--- src/logic/reader_port_pkg.sv ---
// Purpose: shared constants and types of the reader host command port
// Assumes: one byte-wide host link, straps on lines two to zero
// Notes: all field positions and codes live here once

package reader_port_pkg;

    // =========================================================
    // interface modes chosen by the straps
    typedef enum logic [1:0] {
        MODE_PARALLEL = 2'b00,
        MODE_SPI_SS   = 2'b01,
        MODE_SPI_NOSS = 2'b10
    } mode_t;

    // =========================================================
    // transaction states
    typedef enum logic [1:0] {
        ST_IDLE = 2'b00,
        ST_WORD = 2'b01,
        ST_DATA = 2'b10,
        ST_CMD  = 2'b11
    } xfer_state_t;

    // =========================================================
    // address/command word layout
    localparam int WORD_CMD_BIT = 7;
    localparam int WORD_RD_BIT = 6;
    localparam int WORD_CONT_BIT = 5;
    localparam int ADDR_W = 5;
    localparam logic [4:0] CMD_RESET = 5'h0f;

    // =========================================================
    // line assignment on the shared pins
    localparam int LINE_MOSI = 7;
    localparam int LINE_MISO = 6;
    localparam int LINE_RDFLAG = 5;
    localparam int LINE_SS = 4;
    localparam int LINE_DIRECT = 6;
    localparam int LINE_STROBE = 5;
    localparam int STRAP_ONE = 1;

    // =========================================================
    // counts and sizes
    localparam logic [2:0] LAST_BIT = 3'h7;
    localparam logic [1:0] STRAP_SETTLE = 2'h3;
    localparam logic [1:0] STRAP_TAKE = 2'h2;
    localparam int FIFO_DEPTH = 16;
    localparam int FIFO_W = 13;
    localparam logic [7:0] OE_ALL = 8'hff;
    localparam logic [7:0] OE_NONE = 8'h00;

endpackage

--- src/logic/reader_host_command_port.sv ---
// Purpose: host command port of a contactless reader front end (slave only)
// Assumes: DATA_CLK and pins are asynchronous and far slower than SYS_CLK
// Notes: register writes leave through a FIFO, reads are fetched on demand
//
// Function
// one host link active: parallel bus or serial link, never both.
// straps sampled at power-up; unequal levels select serial, equal select parallel.
// board ties straps 110 for serial with select, 100 without.
// device is slave only; host starts every transfer.
// interrupt request output asks host for service in every mode.
// serial input on line seven, output on line six, master clock.
// serial mode with select uses line four as active-low select.
// parallel direct mode drives raw stream on six, strobe on five.
// line five high during the eight read data clocks after address.
// first byte after start is the address/command word.
// word bit seven: zero register address, one direct command.
// address word bit six: one read, zero write.
// bits four to zero carry register address or command code.
// bit five set: address advances by one per further byte.
// bit five clear: one data byte per address word, pairs repeat.
// data bytes follow the address word; reach registers and FIFO.
// host sets auto-increment when loading over twelve FIFO bytes.
// a command word triggers a reader action.
// command transaction: start, command word, optional bytes, stop.
// command code 0x0f is the reset command.
// parallel start: line seven rises while clock high; resets interface.
// parallel simple stop: line seven falls while clock high; ends direct.
// serial bytes shift msb first, one bit per clock, on byte boundaries.
// host holds select low for a whole transaction, high ends it.

`timescale 1ns/1ps

// =============================================================
// write buffer between link and register side
module write_fifo #(
    parameter int WIDTH = 13,
    parameter int DEPTH = 16
) (
    input wire logic clk,
    input wire logic rst_n,
    input wire logic in_valid,
    output logic in_ready,
    input wire logic [WIDTH-1:0] in_data,
    output logic out_valid,
    input wire logic out_ready,
    output logic [WIDTH-1:0] out_data
);
    localparam int PW = $clog2(DEPTH);
    localparam logic [PW:0] FULL_COUNT = (PW+1)'(DEPTH);

    logic [WIDTH-1:0] mem_reg [DEPTH];
    logic [PW-1:0] wr_ptr_reg, rd_ptr_reg;
    logic [PW:0] count_reg;
    logic push, pop;

    // full and empty come from the stored count, never from pointer guesses
    assign in_ready = (count_reg != FULL_COUNT);
    assign out_valid = (count_reg != '0);
    assign out_data = mem_reg[rd_ptr_reg];
    assign push = in_valid && in_ready;
    assign pop = out_valid && out_ready;

    // storage, no reset needed on data
    always_ff @(posedge clk) begin
        if (push) begin
            mem_reg[wr_ptr_reg] <= in_data;
        end
    end

    // pointers and count
    always_ff @(posedge clk or negedge rst_n) begin
        if (!rst_n) begin
            wr_ptr_reg <= '0;
            rd_ptr_reg <= '0;
            count_reg <= '0;
        end else begin
            if (push) begin
                wr_ptr_reg <= wr_ptr_reg + PW'(1);
            end
            if (pop) begin
                rd_ptr_reg <= rd_ptr_reg + PW'(1);
            end
            if (push && !pop) begin
                count_reg <= count_reg + (PW+1)'(1);
            end else if (pop && !push) begin
                count_reg <= count_reg - (PW+1)'(1);
            end
        end
    end
endmodule // write_fifo

// =============================================================
// top: link slave, word decode, read fetch, command strobes
module reader_host_command_port (
    input wire logic SYS_CLK,
    input wire logic NRST,
    input wire logic DATA_CLK,
    input wire logic [7:0] IO_IN,
    output logic [7:0] IO_OUT,
    output logic [7:0] IO_OE,
    output logic IRQ,
    input wire logic IRQ_REQ,
    output logic [1:0] MODE,
    output logic MODE_VALID,
    output logic WR_VALID,
    input wire logic WR_READY,
    output logic [4:0] WR_ADDR,
    output logic [7:0] WR_DATA,
    output logic WR_OVERFLOW,
    output logic RD_STROBE,
    output logic [4:0] RD_ADDR,
    input wire logic [7:0] RD_DATA,
    output logic CMD_STROBE,
    output logic [4:0] CMD_CODE,
    output logic RESET_CMD,
    input wire logic DIRECT_EN,
    input wire logic DIRECT_DATA,
    input wire logic DIRECT_STROBE,
    output logic DIRECT_END
);
    // =========================================================
    // declarations
    logic clk_s1_reg, clk_s2_reg, clk_prev_reg;
    logic [7:0] io_s1_reg, io_s2_reg;
    logic [2:0] strap_s1_reg, strap_s2_reg;
    logic mosi_prev_reg, ss_prev_reg;
    logic [1:0] strap_cnt_reg;
    reader_port_pkg::mode_t mode_reg;
    logic mode_valid_reg;
    reader_port_pkg::xfer_state_t state_reg;
    logic [4:0] addr_reg;
    logic rd_reg, cont_reg;
    logic [2:0] bitcnt_reg;
    logic [6:0] rx_shift_reg;
    logic [7:0] tx_shift_reg;
    logic cont_armed_reg, rd_wait_reg;
    logic [7:0] io_out_reg, io_oe_reg;
    logic irq_reg, rd_strobe_reg, cmd_strobe_reg, reset_cmd_reg, direct_end_reg, ovf_reg;
    logic [4:0] rd_addr_reg, cmd_code_reg;
    logic clk_rise, clk_fall, serial, mosi_rise, mosi_fall, ss_fall, ss_rise;
    logic start_evt, stop_evt, simple_stop, cont_stop, byte_done;
    logic [7:0] byte_now;
    logic is_cmd_word, rd_req, push_valid, push_ready, rd_phase, cmd_take;
    logic [4:0] rd_addr_next;
    logic [12:0] fifo_out;

    // =========================================================
    // two-flop synchronisers on every pin; prev flops look at stage two only
    always_ff @(posedge SYS_CLK or negedge NRST) begin
        if (!NRST) begin
            clk_s1_reg <= 1'b0;
            clk_s2_reg <= 1'b0;
            clk_prev_reg <= 1'b0;
            io_s1_reg <= 8'h00;
            io_s2_reg <= 8'h00;
            strap_s1_reg <= 3'h0;
            strap_s2_reg <= 3'h0;
            mosi_prev_reg <= 1'b0;
            ss_prev_reg <= 1'b1;
        end else begin
            clk_s1_reg <= DATA_CLK;
            clk_s2_reg <= clk_s1_reg;
            clk_prev_reg <= clk_s2_reg;
            io_s1_reg <= IO_IN;
            io_s2_reg <= io_s1_reg;
            strap_s1_reg <= IO_IN[2:0];
            strap_s2_reg <= strap_s1_reg;
            mosi_prev_reg <= io_s2_reg[reader_port_pkg::LINE_MOSI];
            ss_prev_reg <= io_s2_reg[reader_port_pkg::LINE_SS];
        end
    end

    // edges of the master clock and of the control lines
    assign clk_rise = clk_s2_reg && !clk_prev_reg;
    assign clk_fall = !clk_s2_reg && clk_prev_reg;
    assign mosi_rise = io_s2_reg[reader_port_pkg::LINE_MOSI] && !mosi_prev_reg;
    assign mosi_fall = !io_s2_reg[reader_port_pkg::LINE_MOSI] && mosi_prev_reg;
    assign ss_fall = !io_s2_reg[reader_port_pkg::LINE_SS] && ss_prev_reg;
    assign ss_rise = io_s2_reg[reader_port_pkg::LINE_SS] && !ss_prev_reg;
    assign serial = (mode_reg != reader_port_pkg::MODE_PARALLEL);

    // =========================================================
    // strap capture once the synchronisers hold real pin levels
    always_ff @(posedge SYS_CLK or negedge NRST) begin
        if (!NRST) begin
            strap_cnt_reg <= 2'h0;
            mode_reg <= reader_port_pkg::MODE_PARALLEL;
            mode_valid_reg <= 1'b0;
        end else if (strap_cnt_reg != reader_port_pkg::STRAP_SETTLE) begin
            strap_cnt_reg <= strap_cnt_reg + 2'h1;
            if (strap_cnt_reg == reader_port_pkg::STRAP_TAKE) begin
                mode_valid_reg <= 1'b1;
                // mode is frozen: only one link is ever active
                if (strap_s2_reg == 3'h0 || strap_s2_reg == 3'h7) begin
                    mode_reg <= reader_port_pkg::MODE_PARALLEL;
                end else if (strap_s2_reg[reader_port_pkg::STRAP_ONE]) begin
                    mode_reg <= reader_port_pkg::MODE_SPI_SS; // see R2
                end else begin
                    mode_reg <= reader_port_pkg::MODE_SPI_NOSS; // see R2
                end
            end
        end
    end

    // =========================================================
    // start and stop conditions; the host alone opens a frame
    assign simple_stop = mosi_fall && clk_s2_reg;
    assign cont_stop = !serial && mosi_fall && !clk_s2_reg && cont_armed_reg;
    always_comb begin
        if (!mode_valid_reg) begin
            start_evt = 1'b0;
            stop_evt = 1'b0;
        end else if (mode_reg == reader_port_pkg::MODE_SPI_SS) begin
            start_evt = ss_fall; // see R7
            stop_evt = ss_rise;
        end else begin
            start_evt = mosi_rise && clk_s2_reg;
            stop_evt = simple_stop || cont_stop;
        end
    end

    // continuous stop needs a rise then a fall of line seven, both with clock low
    always_ff @(posedge SYS_CLK or negedge NRST) begin
        if (!NRST) begin
            cont_armed_reg <= 1'b0;
        end else if (clk_rise || start_evt || stop_evt) begin
            cont_armed_reg <= 1'b0;
        end else if (mosi_rise && !clk_s2_reg) begin
            cont_armed_reg <= 1'b1;
        end
    end

    // =========================================================
    // byte assembly: serial msb first on line seven, parallel whole bus
    assign byte_now = serial ? {rx_shift_reg, io_s2_reg[reader_port_pkg::LINE_MOSI]}
                             : io_s2_reg; // see R6
    assign byte_done = clk_rise && !start_evt && (state_reg != reader_port_pkg::ST_IDLE)
                       && (!serial || bitcnt_reg == reader_port_pkg::LAST_BIT);

    // bit counter restarts at every start so bytes sit on eight-clock boundaries
    always_ff @(posedge SYS_CLK or negedge NRST) begin
        if (!NRST) begin
            bitcnt_reg <= 3'h0;
            rx_shift_reg <= 7'h00;
        end else if (start_evt) begin
            bitcnt_reg <= 3'h0;
        end else if (clk_rise && state_reg != reader_port_pkg::ST_IDLE) begin
            bitcnt_reg <= bitcnt_reg + 3'h1;
            rx_shift_reg <= byte_now[6:0];
        end
    end

    // =========================================================
    // word decode
    assign is_cmd_word = byte_now[reader_port_pkg::WORD_CMD_BIT];
    assign cmd_take = byte_done && is_cmd_word && (state_reg != reader_port_pkg::ST_DATA);
    assign rd_phase = (state_reg == reader_port_pkg::ST_DATA) && rd_reg;
    assign push_valid = byte_done && (state_reg == reader_port_pkg::ST_DATA) && !rd_reg;
    assign rd_addr_next = (state_reg == reader_port_pkg::ST_WORD) ? byte_now[4:0]
                                                                  : addr_reg + 5'h01;
    assign rd_req = byte_done && (((state_reg == reader_port_pkg::ST_WORD) && !is_cmd_word
                    && byte_now[reader_port_pkg::WORD_RD_BIT])
                    || (rd_phase && cont_reg)); // see R12

    // transaction state; start wins over stop and data
    always_ff @(posedge SYS_CLK or negedge NRST) begin
        if (!NRST) begin
            state_reg <= reader_port_pkg::ST_IDLE;
            addr_reg <= 5'h00;
            rd_reg <= 1'b0;
            cont_reg <= 1'b0;
        end else if (start_evt) begin
            state_reg <= reader_port_pkg::ST_WORD; // see R10
        end else if (stop_evt) begin
            state_reg <= reader_port_pkg::ST_IDLE; // see R19
        end else if (byte_done) begin
            unique case (state_reg)
                reader_port_pkg::ST_WORD: begin
                    if (is_cmd_word) begin
                        state_reg <= reader_port_pkg::ST_CMD;
                    end else begin
                        addr_reg <= byte_now[4:0];
                        rd_reg <= byte_now[reader_port_pkg::WORD_RD_BIT];
                        cont_reg <= byte_now[reader_port_pkg::WORD_CONT_BIT];
                        state_reg <= reader_port_pkg::ST_DATA;
                    end
                end
                reader_port_pkg::ST_DATA: begin
                    if (cont_reg) begin
                        addr_reg <= addr_reg + 5'h01;
                    end else begin
                        state_reg <= reader_port_pkg::ST_WORD;
                    end
                end
                reader_port_pkg::ST_CMD: state_reg <= reader_port_pkg::ST_CMD;
                reader_port_pkg::ST_IDLE: state_reg <= reader_port_pkg::ST_IDLE;
            endcase
        end
    end

    // =========================================================
    // command strobes; later command bytes in a command frame also act
    always_ff @(posedge SYS_CLK or negedge NRST) begin
        if (!NRST) begin
            cmd_strobe_reg <= 1'b0;
            cmd_code_reg <= 5'h00;
            reset_cmd_reg <= 1'b0;
        end else begin
            cmd_strobe_reg <= cmd_take;
            reset_cmd_reg <= cmd_take && byte_now[4:0] == reader_port_pkg::CMD_RESET;
            if (cmd_take) begin
                cmd_code_reg <= byte_now[4:0];
            end
        end
    end

    // =========================================================
    // read fetch: strobe, data taken one cycle later, long before the next fall
    always_ff @(posedge SYS_CLK or negedge NRST) begin
        if (!NRST) begin
            rd_strobe_reg <= 1'b0;
            rd_addr_reg <= 5'h00;
            rd_wait_reg <= 1'b0;
            tx_shift_reg <= 8'h00;
        end else begin
            rd_strobe_reg <= rd_req;
            rd_wait_reg <= rd_strobe_reg;
            if (rd_req) begin
                rd_addr_reg <= rd_addr_next;
            end
            if (rd_wait_reg) begin
                tx_shift_reg <= RD_DATA;
            end else if (serial && clk_fall && rd_phase) begin
                tx_shift_reg <= {tx_shift_reg[6:0], 1'b0};
            end
        end
    end

    // =========================================================
    // pin drive; serial data changes on the falling clock so the host samples on rise
    always_ff @(posedge SYS_CLK or negedge NRST) begin
        if (!NRST) begin
            io_out_reg <= 8'h00;
            io_oe_reg <= reader_port_pkg::OE_NONE;
        end else if (serial) begin
            io_oe_reg <= reader_port_pkg::OE_NONE;
            io_oe_reg[reader_port_pkg::LINE_MISO] <= (state_reg != reader_port_pkg::ST_IDLE);
            io_oe_reg[reader_port_pkg::LINE_RDFLAG] <= 1'b1;
            io_out_reg[reader_port_pkg::LINE_RDFLAG] <= rd_phase;
            if (clk_fall && rd_phase) begin
                io_out_reg[reader_port_pkg::LINE_MISO] <= tx_shift_reg[7];
            end
        end else if (DIRECT_EN) begin
            io_oe_reg <= reader_port_pkg::OE_NONE;
            io_oe_reg[reader_port_pkg::LINE_DIRECT] <= 1'b1;
            io_oe_reg[reader_port_pkg::LINE_STROBE] <= 1'b1;
            io_out_reg[reader_port_pkg::LINE_DIRECT] <= DIRECT_DATA;
            io_out_reg[reader_port_pkg::LINE_STROBE] <= DIRECT_STROBE;
        end else begin
            // parallel read drives the whole bus through the data phase
            io_oe_reg <= rd_phase ? reader_port_pkg::OE_ALL : reader_port_pkg::OE_NONE;
            io_out_reg <= tx_shift_reg;
        end
    end

    // =========================================================
    // status outputs; overflow set wins over the clear at start
    always_ff @(posedge SYS_CLK or negedge NRST) begin
        if (!NRST) begin
            irq_reg <= 1'b0;
            direct_end_reg <= 1'b0;
            ovf_reg <= 1'b0;
        end else begin
            irq_reg <= IRQ_REQ;
            direct_end_reg <= !serial && mode_valid_reg && DIRECT_EN && simple_stop;
            if (push_valid && !push_ready) begin
                ovf_reg <= 1'b1;
            end else if (start_evt) begin
                ovf_reg <= 1'b0;
            end
        end
    end

    // the host cannot be paused, so a full buffer drops the byte and flags it
    write_fifo #(
        .WIDTH(reader_port_pkg::FIFO_W),
        .DEPTH(reader_port_pkg::FIFO_DEPTH)
    ) u_write_fifo (
        .clk(SYS_CLK),
        .rst_n(NRST),
        .in_valid(push_valid),
        .in_ready(push_ready),
        .in_data({addr_reg, byte_now}),
        .out_valid(WR_VALID),
        .out_ready(WR_READY),
        .out_data(fifo_out)
    );

    assign WR_ADDR = fifo_out[12:8];
    assign WR_DATA = fifo_out[7:0];
    assign IO_OUT = io_out_reg;
    assign IO_OE = io_oe_reg;
    assign IRQ = irq_reg;
    assign MODE = mode_reg;
    assign MODE_VALID = mode_valid_reg;
    assign WR_OVERFLOW = ovf_reg;
    assign RD_STROBE = rd_strobe_reg;
    assign RD_ADDR = rd_addr_reg;
    assign CMD_STROBE = cmd_strobe_reg;
    assign CMD_CODE = cmd_code_reg;
    assign RESET_CMD = reset_cmd_reg;
    assign DIRECT_END = direct_end_reg;
endmodule // reader_host_command_port

--- config.mk ---
export PLATFORM = sky130hd
export DESIGN_NAME = reader_host_command_port
export DESIGN_NICKNAME = d
export VERILOG_FILES = /design/src/logic/reader_port_pkg.sv /design/src/logic/reader_host_command_port.sv
export SDC_FILE = /design/constraint.sdc
export NUM_CORES = 1
export LEC_CHECK = 0
export BUFFER_PORTS_ARGS = -buffer_cell sky130_fd_sc_hd__buf_2
export CAP_MARGIN = 20
export CELL_PAD_IN_SITES_DETAIL_PLACEMENT = 2
export CELL_PAD_IN_SITES_GLOBAL_PLACEMENT = 2
export CORE_ASPECT_RATIO = 0.9
export CORE_UTILIZATION = 45
export DETAILED_ROUTE_END_ITERATION = 8
export HOLD_SLACK_MARGIN = 0.02
export PLACE_DENSITY_LB_ADDON = 0.1
export SYNTH_ARGS = -nofsm -noshare
export SYNTH_HDL_FRONTEND = slang
export SYNTH_HIERARCHICAL = 1
export SYNTH_SLANG_ARGS = --single-unit
--- constraint.sdc ---
create_clock -name SYS_CLK -period 4.1 [get_ports SYS_CLK]
set_input_delay 0.82 -clock SYS_CLK [delete_from_list [all_inputs] [get_ports SYS_CLK]]
set_output_delay 0.82 -clock SYS_CLK [all_outputs]
set_load 0.03 [all_outputs]
# Yosys cells after proc, flatten, opt, wreduce, memory -nomap -nowiden
# Memories as Yosys holds them, arrays and structs flattened.
# Index checks and enable logic that the tools add are counted.
# word_totals
memories	1
out_inout_bits	49
regBits	106
ram_bits	208
wordCells	173
# mem_list
name	words	width	read_ports	rd_ports_with_merged_regs	write_ports	line_no	source
u_write_fifo.mem_reg	16	13	1	0	1	reader_host_command_port.sv:51	logic [WIDTH-1:0] mem_reg [DEPTH];
# classes
n_bitwise	5
eq_ne	15
add_sub_neg	7
n_reduce_logical	74
muxes	35
# op_table
cell	count
2-to-1 mux 8 bit	6
logical AND 1 bit	37
2-to-1 mux 5 bit	5
2-to-1 mux 2 bit	8
nonzero test 2 bit	8
zero test 1 bit	13
2-to-1 mux 1 bit	12
adder 5 x 1 -> 5 bit (second input constant)	2
one-hot mux 5 bit (2 select lines)	1
adder 4 x 1 -> 4 bit (second input constant)	2
inequality test 2 bit (second input constant)	4
one-hot mux 2 bit (4 select lines)	1
AND reduction 2 bit	4
== test 2 bit (second input constant)	3
== test 3 bit (second input constant)	2
logical OR 1 bit	6
2-to-1 mux 3 bit	2
AND reduction 6 bit	1
== test 5 x 4 -> 1 bit (second input constant)	1
inequality test 5 bit (second input constant)	1
inverter 1 bit	5
AND reduction 5 bit	1
nonzero test 5 bit	1
subtractor 5 x 1 -> 5 bit (second input constant)	1
other kinds (8)	9

# Logic depth before layout (Yosys ltp)
# Gate-level depths: netlist of the first run.
# logic_depth
depth_word	16
depth_mapped	14

# Cells and area by module
# Netlist of the first run, hierarchy kept.
# modules_own_cells
mod	area_per_inst_um2	instances	cells_each
write_fifo	8931.1	1	460
reader_host_command_port	3540.9	1	291

# Worst setup path before layout of the first run
# No wires, ideal clock.
# synth_path
path_type	flip-flop to flip-flop
start	register state_reg[0]
end	memory u_write_fifo.mem_reg[3][0], enable pin
required_time_ns	3.700
path_stages_with_launch	10
setup_slack_ns	0.780
arrival_time_ns	2.920
path_cell_list	dfrtp_1 inv_1 ha_1 nor3b_4 o21ai_1 a21o_4 nor3_1 a21boi_2 nand2_1 nor3_1
# synth_between
elab_chain_cells	8
word_cells_on_any_way	9
classes_between	eq/ne: 1; mux: 2; reduce/logical: 6
# synth_lines
element	line_no	source
start: declaration	reader_host_command_port.sv:130	reader_port_pkg::xfer_state_t state_reg;
start signal: assignment	reader_host_command_port.sv:268	state_reg <= reader_port_pkg::ST_IDLE;
start signal: assignment	reader_host_command_port.sv:273	state_reg <= reader_port_pkg::ST_WORD;
start signal: assignment	reader_host_command_port.sv:275	state_reg <= reader_port_pkg::ST_IDLE;
nonzero test 2 bit	reader_host_command_port.sv:237	assign byte_done = clk_rise && !start_evt && (state_reg != reader_port_pkg::ST_IDLE)
logical AND 1 bit	reader_host_command_port.sv:237	
logical AND 1 bit	reader_host_command_port.sv:238	&& (!serial || bitcnt_reg == reader_port_pkg::LAST_BIT);
logical AND 1 bit * (2 in series)	reader_host_command_port.sv:258	assign push_valid = byte_done && (state_reg == reader_port_pkg::ST_DATA) && !rd_reg;
named net push_valid	reader_host_command_port.sv:143	logic is_cmd_word, rd_req, push_valid, push_ready, rd_phase, cmd_take;
logical AND 1 bit *	reader_host_command_port.sv:60	assign push = in_valid && in_ready;
named net u_write_fifo.push	reader_host_command_port.sv:54	logic push, pop;
2-to-1 mux 1 bit *	reader_host_command_port.sv:65	if (push) begin
2-to-1 mux 1 bit (not written as such) *	reader_host_command_port.sv:66	mem_reg[wr_ptr_reg] <= in_data;
end: declaration	reader_host_command_port.sv:51	
# Mark *: on every way through the listed nets, which the timed path passes. The rest lies on a longest branch.

# Worst setup path in the final report of the first run
# layout_path
start	register state_reg[0]
end	register u_write_fifo.count_reg[4]
# layout_between
elab_chain_cells	9
word_cells_on_any_way	12
classes_between	eq/ne: 1; mux: 1; reduce/logical: 10
# layout_lines
element	line_no	source
nonzero test 2 bit	reader_host_command_port.sv:237	
logical AND 1 bit	reader_host_command_port.sv:237	
logical AND 1 bit	reader_host_command_port.sv:238	
logical AND 1 bit * (2 in series)	reader_host_command_port.sv:258	
named net push_valid	reader_host_command_port.sv:143	
logical AND 1 bit *	reader_host_command_port.sv:60	
named net u_write_fifo.push	reader_host_command_port.sv:54	
zero test 1 bit	reader_host_command_port.sv:85	end else if (pop && !push) begin
logical AND 1 bit	reader_host_command_port.sv:85	
nonzero test 2 bit (no line)	-	
end signal: assignment	reader_host_command_port.sv:84	count_reg <= count_reg + (PW+1)'(1);
end signal: assignment	reader_host_command_port.sv:86	count_reg <= count_reg - (PW+1)'(1);
end: declaration	reader_host_command_port.sv:53	logic [PW:0] count_reg;
# Marks and branches as above.
# A chain may end at the register's enable or synchronous reset.

==> results of run 1 <==
## placed cells by master, fill, tap and decap left out, types with 7 or more instances in the layout
master     count
dfrtp_1       93
inv_1         16
a21oi_1        8
mux2_2        33
buf_2         71
clkbuf_16     37
a22oi_1       14
a221oi_2      20
edfxtp_1     208
clkinv_1       9
nand2_1       49
ha_1          18
mux4_2        26
mux2i_1       68
o21ai_0       45
nor2_1        28
buf_4         37
a221oi_1       7
xnor2_1       13
## stage by stage
step                      cells  area [µm²]  hold slack, ns  power [mW]
after global placement     1179       13300           0.333        7.02
after floorplan             751       12500           0.331        6.20
after global routing       1240       14500           0.355        10.6
final                      1241       14500           0.346        10.2
after detailed placement   1179       13300           0.336        7.23
after CTS                  1240       14500           0.349        10.3
## per-layer routing
layer / vias up / global-route usage, % / wire (µm)
met2: 186 / 43.2 / 17400
met5: - / 0 / 0
met3: 50 / 4.36 / 1850
met4: 0 / 6.84 / 708
met1: 3772 / 33.4 / 14100
li1: 3103 / - / -
## area by class of cell
class / count / area [µm²]
timing repair buffer: 109 / 653
inverter: 17 / 63.8
multi-input combinational: 396 / 3550
clock buffer: 42 / 955
tap: 354 / 443
sequential: 303 / 8630
clock inverter: 19 / 161
fill: 2447 / 12600
antenna: 1 / 2.50
## cells by family (layout without fill, tap and decap cells)
family / count (synthesis) / after routing / synth area share, %
xor gates and xnor gates: 15 / 15 / 1.05
buffers and inverters: 52 / 187 / 2.59
AOI/OAI and AO/OA: 111 / 111 / 6.98
other: 0 / 1 / 0
muxes: 128 / 128 / 13.2
DFF: 303 / 303 / 69.2
adders and majority gates: 19 / 19 / 1.97
and+or+nand+nor: 123 / 123 / 5.02
## path summary, 6_finish.rpt
check	startpoint	end	slack, ns
max	state_reg[0]	u_write_fifo/count_reg[4]	0.27
min reg2reg	io_s1_reg[5]	io_s2_reg[5]	0.35
min in group asynchronous	NRST	strap_s2_reg[1]	0.36
max in group asynchronous	NRST	IRQ	2.94
min	io_s1_reg[5]	io_s2_reg[5]	0.35
max reg2reg	state_reg[0]	u_write_fifo/count_reg[4]	0.27
## where the power goes
| group | internal (mW) | switching [mW] | total [mW] | leakage, nW |
|---|---|---|---|---|
| registers | 3.72 | 0.388 | 4.11 | 3.03 |
| clock network | 1.84 | 1.21 | 3.05 | 0.548 |
| logic | 1.10 | 1.95 | 3.06 | 1.93 |
==> flow_metrics.env, run 1 <==
export IMPL_synth_flop_cell="edfxtp_1"
export IMPL_final_util_pct=53.3
export IMPL_route_detailed_drc=0
export IMPL_coreArea_um2=27100
export IMPL_num_rows=57
export IMPL_vias_per_cell=5.73
export IMPL_peakVddDrop_v=0.000331
export IMPL_crit_path_max_incr_delay_ns=0.44
export IMPL_finalNetCount=904
export IMPL_dr_total_vias=7111
export IMPL_postRouteAntennaNets=0
export IMPL_grt_overflow_total=0
export IMPL_grtUsageTotal_pct=25.3
export IMPL_worstMarginPinSlew_ns=0.833
export IMPL_start_util_pct=46.0
export IMPL_io_buffer_count=72
export IMPL_synthArstFlopShare_pct=31.4
export IMPL_tns_ns=0
export IMPL_path_buf_inv=2
export IMPL_ys_seq_area_share_pct=69.2
export IMPL_ctsHoldBuffers=0
export IMPL_yosysUniqueCellTypes=57
export IMPL_drive_gt1_share_pct=29.3
export IMPL_cts_setup_buffers=0
export IMPL_finalHoldViolations=0
export IMPL_crit_family="compound AO/OA/AOI/OAI gates"
export IMPL_die_w_um=177
export IMPL_routed_wl_um=34000
export IMPL_fin_ws_ns=0.270
export IMPL_finalCritPeriodShare_pct=93.4
export IMPL_rsz0062_at_grt="no"
export IMPL_cap_viol_max_count=0
export IMPL_syn_to_final_growth_pct=15.9
export IMPL_clock_skew_ns=0.0233
export IMPL_ctsRootBufferMaster="clkbuf_16"
export IMPL_crit_chain="inv_1 -> ha_1 -> nor3b_4 -> o21ai_1 -> a21o_4 -> nor3_1 -> a21boi_2 -> ha_1 -> inv_1 -> fa_1 -> a21o_1 -> a21oi_1 -> mux2i_1 -> xnor2_1"
export IMPL_clock_path_buffers=3
export IMPL_largest_register_ffs=208
export IMPL_cp_data_required_time_ns=4.54
export IMPL_cts_resized=0
export IMPL_synth_top_cells_by_area="edfxtp_1 (50%), dfrtp_1 (19%), mux2i_1 (5.5%)"
export IMPL_critPathKind="register to register"
export IMPL_preCtsSetupSlack_ns=0.317
export IMPL_outcome="completed"
export IMPL_worstHoldPathType="register to register"
export IMPL_clk_latency_ns=0.52
export IMPL_yosysTopAreaCellShare_pct=50.1
export IMPL_setup_violations_final=0
export IMPL_powerDensity_nw_per_um2=707
export IMPL_synthesis_area_um2=12500
export IMPL_rr_worst_depth=14
export IMPL_cts_sinks=303
export IMPL_fin_crit_ns=3.83
export IMPL_synthCells=751
export IMPL_die_area_um2=28400
export IMPL_relSlewSlack_pct=44.4
export IMPL_ios=73
export IMPL_grt_max_degree=55
export IMPL_yosysMostFrequentCell="edfxtp_1"
export IMPL_wire_per_inst_um=27.4
export IMPL_crit_arrival_ns=4.27
export IMPL_avgSynthCellArea_um2=16.6
export IMPL_firstDrtPassIters=4
export IMPL_place_gp_congestion=0.780
export IMPL_cpMaxStageDelayCell="a21boi_2"
export IMPL_hpwl_um=22700
export IMPL_grt_pass1_vias=8185
export IMPL_cp_depth=14
export IMPL_drt_iter0_drc=447
export IMPL_grt_pass1_wl_um=52300
export IMPL_clk_pin_slew_ns=0.06
export IMPL_die_y_um=160
export IMPL_antenna_found_initial=1
export IMPL_maxSlewViolCount=0
export IMPL_path_max_fanout=9
export IMPL_whs_path_depth=0
export IMPL_cts_buffers=34
export IMPL_synth_top_cell_by_area="edfxtp_1"
export IMPL_synth_seq_cells=303
export IMPL_crit_path_start_kind="register"
export IMPL_fmax_ghz=0.261
export IMPL_cts_max_level=2
export IMPL_cts_tree="yes"
export IMPL_yosys_warnings=6
export IMPL_cp_end_kind="register"
export IMPL_synth_edf_count=208
export IMPL_syn_num_nets=794
export IMPL_p_leak_nw=5.51
export IMPL_yosys_top_cells_count="edfxtp_1 (208), dfrtp_1 (94), mux2i_1 (68)"
Note: power is estimated with default switching activity, not from simulation.
==> inputs of run 2 (changes only) <==
--- a/config.mk
+++ b/config.mk
@@ -6,15 +6,13 @@
 export NUM_CORES = 1
 export LEC_CHECK = 0
 export BUFFER_PORTS_ARGS = -buffer_cell sky130_fd_sc_hd__buf_2
-export CAP_MARGIN = 20
 export CELL_PAD_IN_SITES_DETAIL_PLACEMENT = 2
 export CELL_PAD_IN_SITES_GLOBAL_PLACEMENT = 2
 export CORE_ASPECT_RATIO = 0.9
-export CORE_UTILIZATION = 45
+export CORE_UTILIZATION = 46
 export DETAILED_ROUTE_END_ITERATION = 8
 export HOLD_SLACK_MARGIN = 0.02
 export PLACE_DENSITY_LB_ADDON = 0.1
 export SYNTH_ARGS = -nofsm -noshare
 export SYNTH_HDL_FRONTEND = slang
-export SYNTH_HIERARCHICAL = 1
 export SYNTH_SLANG_ARGS = --single-unit
==> run 2 against run 1 <==
  * Sequential power is essentially flat
  * Non-clock buffer count down 23
  * Wire length down 8.9%
  * Hold slack got worse by 0.094 ns
  * Final area fell by 3.7%
  * Largest power group unchanged
  * Highest routed layer unchanged
==> flow_metrics.env, run 2 <==
export IMPL_synthesis_area_um2=12100
export IMPL_crit_arrival_ns=2.89
export IMPL_vias_per_cell=5.67
export IMPL_peakVddDrop_v=0.000370
export IMPL_post_dp_cell_area_um2=12900
export IMPL_synth_top_cell_by_area="edfxtp_1"
export IMPL_postRouteAntennaNets=0
export IMPL_clk_pin_slew_ns=0.06
export IMPL_critPathKind="register to output pin"
export IMPL_num_rows=55
export IMPL_firstDrtPassIters=4
export IMPL_grt_pass1_wl_um=46500
export IMPL_cts_max_level=1
export IMPL_cap_viol_max_count=0
export IMPL_maxSlewViolCount=0
export IMPL_outcome="completed"
export IMPL_ctsRootBufferMaster="clkbuf_16"
export IMPL_cts_tree="yes"
export IMPL_final_common_cell="edfxtp_1"
export IMPL_yosysTopAreaCellShare_pct=51.5
export IMPL_synth_top_cells_by_area="edfxtp_1 (52%), dfrtp_1 (19%), mux4_2 (12%)"
export IMPL_wire_per_inst_um=27.7
export IMPL_crit_path_max_incr_delay_ns=0.74
export IMPL_grt_overflow_total=0
export IMPL_worstHoldPathType="primary input to async pin"
export IMPL_synthCells=659
export IMPL_syn_to_final_growth_pct=14.8
export IMPL_setup_violations_final=0
export IMPL_routed_wl_um=31000
export IMPL_clock_path_buffers=3
export IMPL_io_buffer_count=72
export IMPL_ios=73
export IMPL_finalCritPeriodShare_pct=90.5
export IMPL_die_area_um2=27000
export IMPL_route_detailed_drc=0
export IMPL_die_w_um=173
export IMPL_relSlewSlack_pct=26.6
export IMPL_cp_data_required_time_ns=3.28
export IMPL_dp_cells=1059
export IMPL_finalNetCount=793
export IMPL_yosys_warnings=0
export IMPL_synthArstFlopShare_pct=31.4
export IMPL_yosysMostFrequentCell="edfxtp_1"
export IMPL_worstMarginPinSlew_ns=1.10
export IMPL_synth_edf_count=208
export IMPL_final_cells=1117
export IMPL_preCtsSetupSlack_ns=0.768
export IMPL_path_buf_inv=2
export IMPL_finalHoldViolations=0
export IMPL_ys_seq_area_share_pct=71.2
export IMPL_die_y_um=156
export IMPL_synth_flop_cell="edfxtp_1"
export IMPL_dr_total_vias=6337
export IMPL_tns_ns=0
export IMPL_yosys_top_cells_count="edfxtp_1 (208), dfrtp_1 (94), mux4_2 (65)"
export IMPL_cp_end_kind="output pin"
export IMPL_cts_buffers=31
export IMPL_rsz0062_at_grt="no"
export IMPL_cts_resized=0
export IMPL_grtUsageTotal_pct=23.7
export IMPL_crit_path_start_kind="register"
export IMPL_cts_sinks=303
export IMPL_rr_worst_depth=14
export IMPL_antenna_found_initial=1
export IMPL_ctsHoldBuffers=0
export IMPL_fin_crit_ns=3.71
export IMPL_synth_seq_cells=303
export IMPL_finalPower_mw=9.55
export IMPL_avgSynthCellArea_um2=18.4
export IMPL_drive_gt1_share_pct=31.6
export IMPL_hpwl_um=18800
export IMPL_place_gp_congestion=0.759
export IMPL_coreArea_um2=25500
export IMPL_cts_setup_buffers=0
export IMPL_p_leak_nw=5.08
export IMPL_fmax_ghz=0.270
export IMPL_start_util_pct=47.5
export IMPL_powerDensity_nw_per_um2=686
export IMPL_fin_ws_ns=0.391
export IMPL_critPathMostFrequentCell="mux4_2"
export IMPL_final_cell_mix="edfxtp_1 (208), dfrtp_1 (92), buf_2 (71)"
export IMPL_syn_num_nets=702
export IMPL_crit_start="u_write_fifo.rd_ptr_reg[0]"
export IMPL_path_max_fanout=24
export IMPL_insertedDiodeCount=0
export IMPL_crit_family="multiplexers"
export IMPL_yosysUniqueCellTypes=50
export IMPL_r2r_start="state_reg[0]"
export IMPL_grt_pass1_vias=7141
export IMPL_clk_latency_ns=0.58
export IMPL_cpMaxStageDelayCell="dfrtp_4"
export IMPL_largest_register_ffs=208
export IMPL_fin_area_um2=13900
export IMPL_crit_chain="buf_4 -> mux4_2 -> mux4_2 -> buf_2"
export IMPL_cp_depth=4
export IMPL_grt_max_degree=56
export IMPL_clock_skew_ns=0.0305
export IMPL_fill_cells=2232
export IMPL_drt_iter0_drc=491
-- run 2: final timing paths --
kind                                             endpoint  slack (ns)
worst min-delay path                            IO_OUT[1]        0.25
max in group asynchronous                    io_s2_reg[4]        2.96
worst max-delay path                           WR_DATA[2]        0.39
worst min register to register               io_s2_reg[3]        0.34
worst max register to register  u_write_fifo.count_reg[4]        0.79
min in group SYS_CLK                         io_s2_reg[3]        0.34
-- run 2: routing by layer --
metal / part of all wire, % / wire (µm) / up-vias / global-route usage [%]
met5: 0 / 0 / - / 0
met4: 2.3 / 721 / 0 / 6.07
met3: 4.4 / 1350 / 50 / 3.41
met2: 52 / 16000 / 182 / 42.1
met1: 42 / 12900 / 3391 / 30.9
li1: - / - / 2714 / -
-- run 2: power by group --
group	internal [mW]	switching [mW]
registers	3.72	0.395
logic	1.11	1.41
clock network	1.70	1.23
total	6.52	3.04
-- run 2: final cells by class --
type | instances | area, µm² | area share [%]
clock inverters | 23 | 243 | 1.74
inverters | 18 | 67.6 | 0.485
multi-input cells | 310 | 3270 | 23.5
clock buffers | 35 | 791 | 5.68
well taps | 342 | 428 | 3.07
flip-flops and latches | 303 | 8630 | 62.0
repair buffers | 86 | 493 | 3.54
-- run 2: cell families (layout without fill, tap and decap cells) --
kind of cell,after synthesis,after routing,share of synthesized area [%]
muxes,113,113,16.4
adders and majority gates,19,19,2.02
buffers and inverters,46,162,1.89
and+or+nand+nor,106,106,4.59
DFF,303,303,71.2
xor gates and xnor gates,16,16,1.16
AOI/OAI and AO/OA,56,56,2.76
-- run 2: through the flow --
stage / hold WS, ns / util, %
5_1_grt: 0.271 / 54.5
3_5_place_dp: 0.338 / 50.5
4_1_cts: 0.263 / 54.5
6_report: 0.251 / 54.5
3_3_place_gp: 0.334 / 50.5
2_1_floorplan: 0.331 / -
-- run 2: worst reg2reg max path: stages (launching register included) --
cell and delay (ns):
dfrtp_1 0.42, inv_1 0.10, ha_1 0.52, nand2b_1 0.15, a21oi_1 0.15, o211ai_1 0.18, inv_2 0.17, ha_1 0.20
inv_1 0.11, fa_1 0.47, a21o_1 0.17, a21oi_1 0.19, xnor2_1 0.14, nor2_1 0.07, xor2_1 0.15
==> inputs of run 3 (changes only) <==
==> constraint.sdc (replaced) <==
create_clock -name SYS_CLK -period 4.1 [get_ports SYS_CLK]
set_input_delay 0.82 -clock SYS_CLK [delete_from_list [all_inputs] [get_ports SYS_CLK]]
set_output_delay 0.82 -clock SYS_CLK [all_outputs]
set_load 0.01 [all_outputs]
==> run 3 against run 2 <==
  * Critical path depth did not move
  * Clock skew shrank 0.019 ns
  * Core utilization is 0.25 points higher
  * Global-route usage is 0.34 points higher
  * Power shrank 2.6%
==> flow_metrics.env, run 3 (same netlist as run 2, synthesis figures left out) <==
export IMPL_outcome="completed"
export IMPL_path_buf_inv=2
export IMPL_die_y_um=156
export IMPL_coreArea_um2=25500
export IMPL_cts_sinks=303
export IMPL_dr_total_vias=6365
export IMPL_crit_path_start_kind="register"
export IMPL_finalNetCount=794
export IMPL_die_area_um2=27000
export IMPL_ctsRootBufferMaster="clkbuf_16"
export IMPL_min_to="strap_s2_reg[1]"
export IMPL_insertedDiodeCount=0
export IMPL_firstDrtPassIters=4
export IMPL_antenna_found_initial=1
export IMPL_die_w_um=173
export IMPL_hpwl_um=20100
export IMPL_crit_family="multiplexers"
export IMPL_whs_path_depth=0
export IMPL_clk_latency_ns=0.51
export IMPL_finalPower_mw=9.30
export IMPL_cts_max_level=2
export IMPL_grtUsageTotal_pct=24.1
export IMPL_syn_to_final_growth_pct=15.4
export IMPL_peakVddDrop_v=0.000277
export IMPL_fin_crit_ns=3.66
export IMPL_vias_per_cell=5.69
export IMPL_crit_arrival_ns=2.84
export IMPL_cpMaxStageDelayCell="dfrtp_4"
export IMPL_grt_max_degree=79
export IMPL_grt_pass1_wl_um=47000
export IMPL_wire_per_inst_um=27.6
export IMPL_ios=73
export IMPL_finalHoldViolations=0
export IMPL_grt_overflow_total=0
export IMPL_io_buffer_count=72
export IMPL_crit_path_max_incr_delay_ns=0.82
export IMPL_setup_violations_final=0
export IMPL_worst_hold_startpoint="strap_s1_reg[1]"
export IMPL_cp_data_required_time_ns=3.28
export IMPL_path_max_fanout=29
export IMPL_whs_ns=0.349
export IMPL_rr_worst_depth=14
export IMPL_cts_tree="yes"
export IMPL_routed_wl_um=30800
export IMPL_fill_cells=2210
export IMPL_cts_setup_buffers=0
export IMPL_cts_buffers=34
export IMPL_drive_gt1_share_pct=32.5
export IMPL_multi_input_area_um2=3270
export IMPL_clock_path_buffers=3
export IMPL_final_util_pct=54.8
export IMPL_rsz0062_at_grt="no"
export IMPL_final_cell_mix="edfxtp_1 (208), dfrtp_1 (92), buf_2 (71)"
export IMPL_worstMarginPinSlew_ns=1.05
export IMPL_final_common_cell="edfxtp_1"
export IMPL_cts_resized=0
export IMPL_start_util_pct=47.5
export IMPL_finalCritPeriodShare_pct=89.2
export IMPL_route_detailed_drc=0
export IMPL_regToRegSetupSlack_ns=0.60
export IMPL_powerDensity_nw_per_um2=665
export IMPL_place_gp_congestion=0.770
export IMPL_r2r_end="u_write_fifo.count_reg[4]"
export IMPL_worstHoldPathType="register to register"
export IMPL_maxSlewViolCount=0
export IMPL_tns_ns=0
export IMPL_ctsHoldBuffers=0
export IMPL_cp_end_kind="output pin"
export IMPL_r2r_start="state_reg[0]"
export IMPL_num_rows=55
export IMPL_relSlewSlack_pct=30.2
export IMPL_critPathMostFrequentCell="mux4_2"
export IMPL_regArea_um2=8630
export IMPL_critPathKind="register to output pin"
export IMPL_clk_pin_slew_ns=0.06
export IMPL_drt_iter0_drc=566
export IMPL_grt_pass1_vias=7205
export IMPL_p_leak_nw=5.13
export IMPL_cap_viol_max_count=0
export IMPL_largest_register_ffs=208
export IMPL_fmax_ghz=0.273
export IMPL_clock_skew_ns=0.0120
export IMPL_postRouteAntennaNets=0
export IMPL_crit_chain="buf_4 -> mux4_2 -> mux4_2 -> buf_2"
==> run 3: cell count changes in the layout (fill, tap and decap cells not counted), sizes merged <==
cell	previous run	this run
clkinv	13	8
bufinv	5	0
clkinvlp	4	0
buf	86	84
clkbuf	35	52
==> run 3: how the worst max path moves through the flow <==
| stage | start | to | slack (ns) | depth (start not counted) |
|---|---|---|---|---|
| finish | u_write_fifo.rd_ptr_reg[0] | WR_ADDR[4] | 0.44 | 4 |
| CTS | u_write_fifo.rd_ptr_reg[0] | WR_ADDR[4] | 0.39 | 4 |
| global placement | state_reg[0] | u_write_fifo.count_reg[4] | 0.98 | 14 |
| floorplan | state_reg[0] | u_write_fifo.count_reg[4] | 1.22 | 14 |
| global route | u_write_fifo.rd_ptr_reg[0] | WR_ADDR[4] | 0.29 | 4 |
| detailed placement | state_reg[0] | u_write_fifo.count_reg[4] | 0.77 | 14 |
==> run 3: report_power, final <==
group / leakage, nW / total [mW] / internal [mW] / switching, mW
clock: 0.558 / 3.00 / 1.79 / 1.21
combinational: 1.55 / 2.12 / 1.11 / 1.02
sequential: 3.03 / 4.18 / 3.72 / 0.465
==> run 3: metal layers <==
metal | vias up | global-route usage [%] | part of all wire, % | wire [µm]
met5 | - | 0 | 0 | 0
met4 | 0 | 7.80 | 2.7 | 825
met3 | 54 | 3.17 | 4.8 | 1480
met2 | 183 | 43.3 | 53 | 16400
met1 | 3403 | 30.5 | 39 | 12100
li1 | 2725 | - | - | -
==> run 3: final cells by class <==
cell class | instances | area share, %
Clock inverter | 9 | 0.349
Clock buffer | 52 | 7.60
Timing Repair Buffer | 84 | 3.42
Multi-Input combinational cell | 310 | 23.4
Tap cell | 342 | 3.06
Sequential cell | 303 | 61.7
Inverter | 18 | 0.483
==> run 3: per-stage QoR <==
step           instances  setup slack [ns]  cell area [µm²]
2_1_floorplan        659              1.22            12100
3_3_place_gp        1057             0.979            12900
3_5_place_dp        1057             0.769            12900
4_1_cts             1118             0.385            14000
5_1_grt             1118             0.288            14000
6_report            1118             0.442            14000
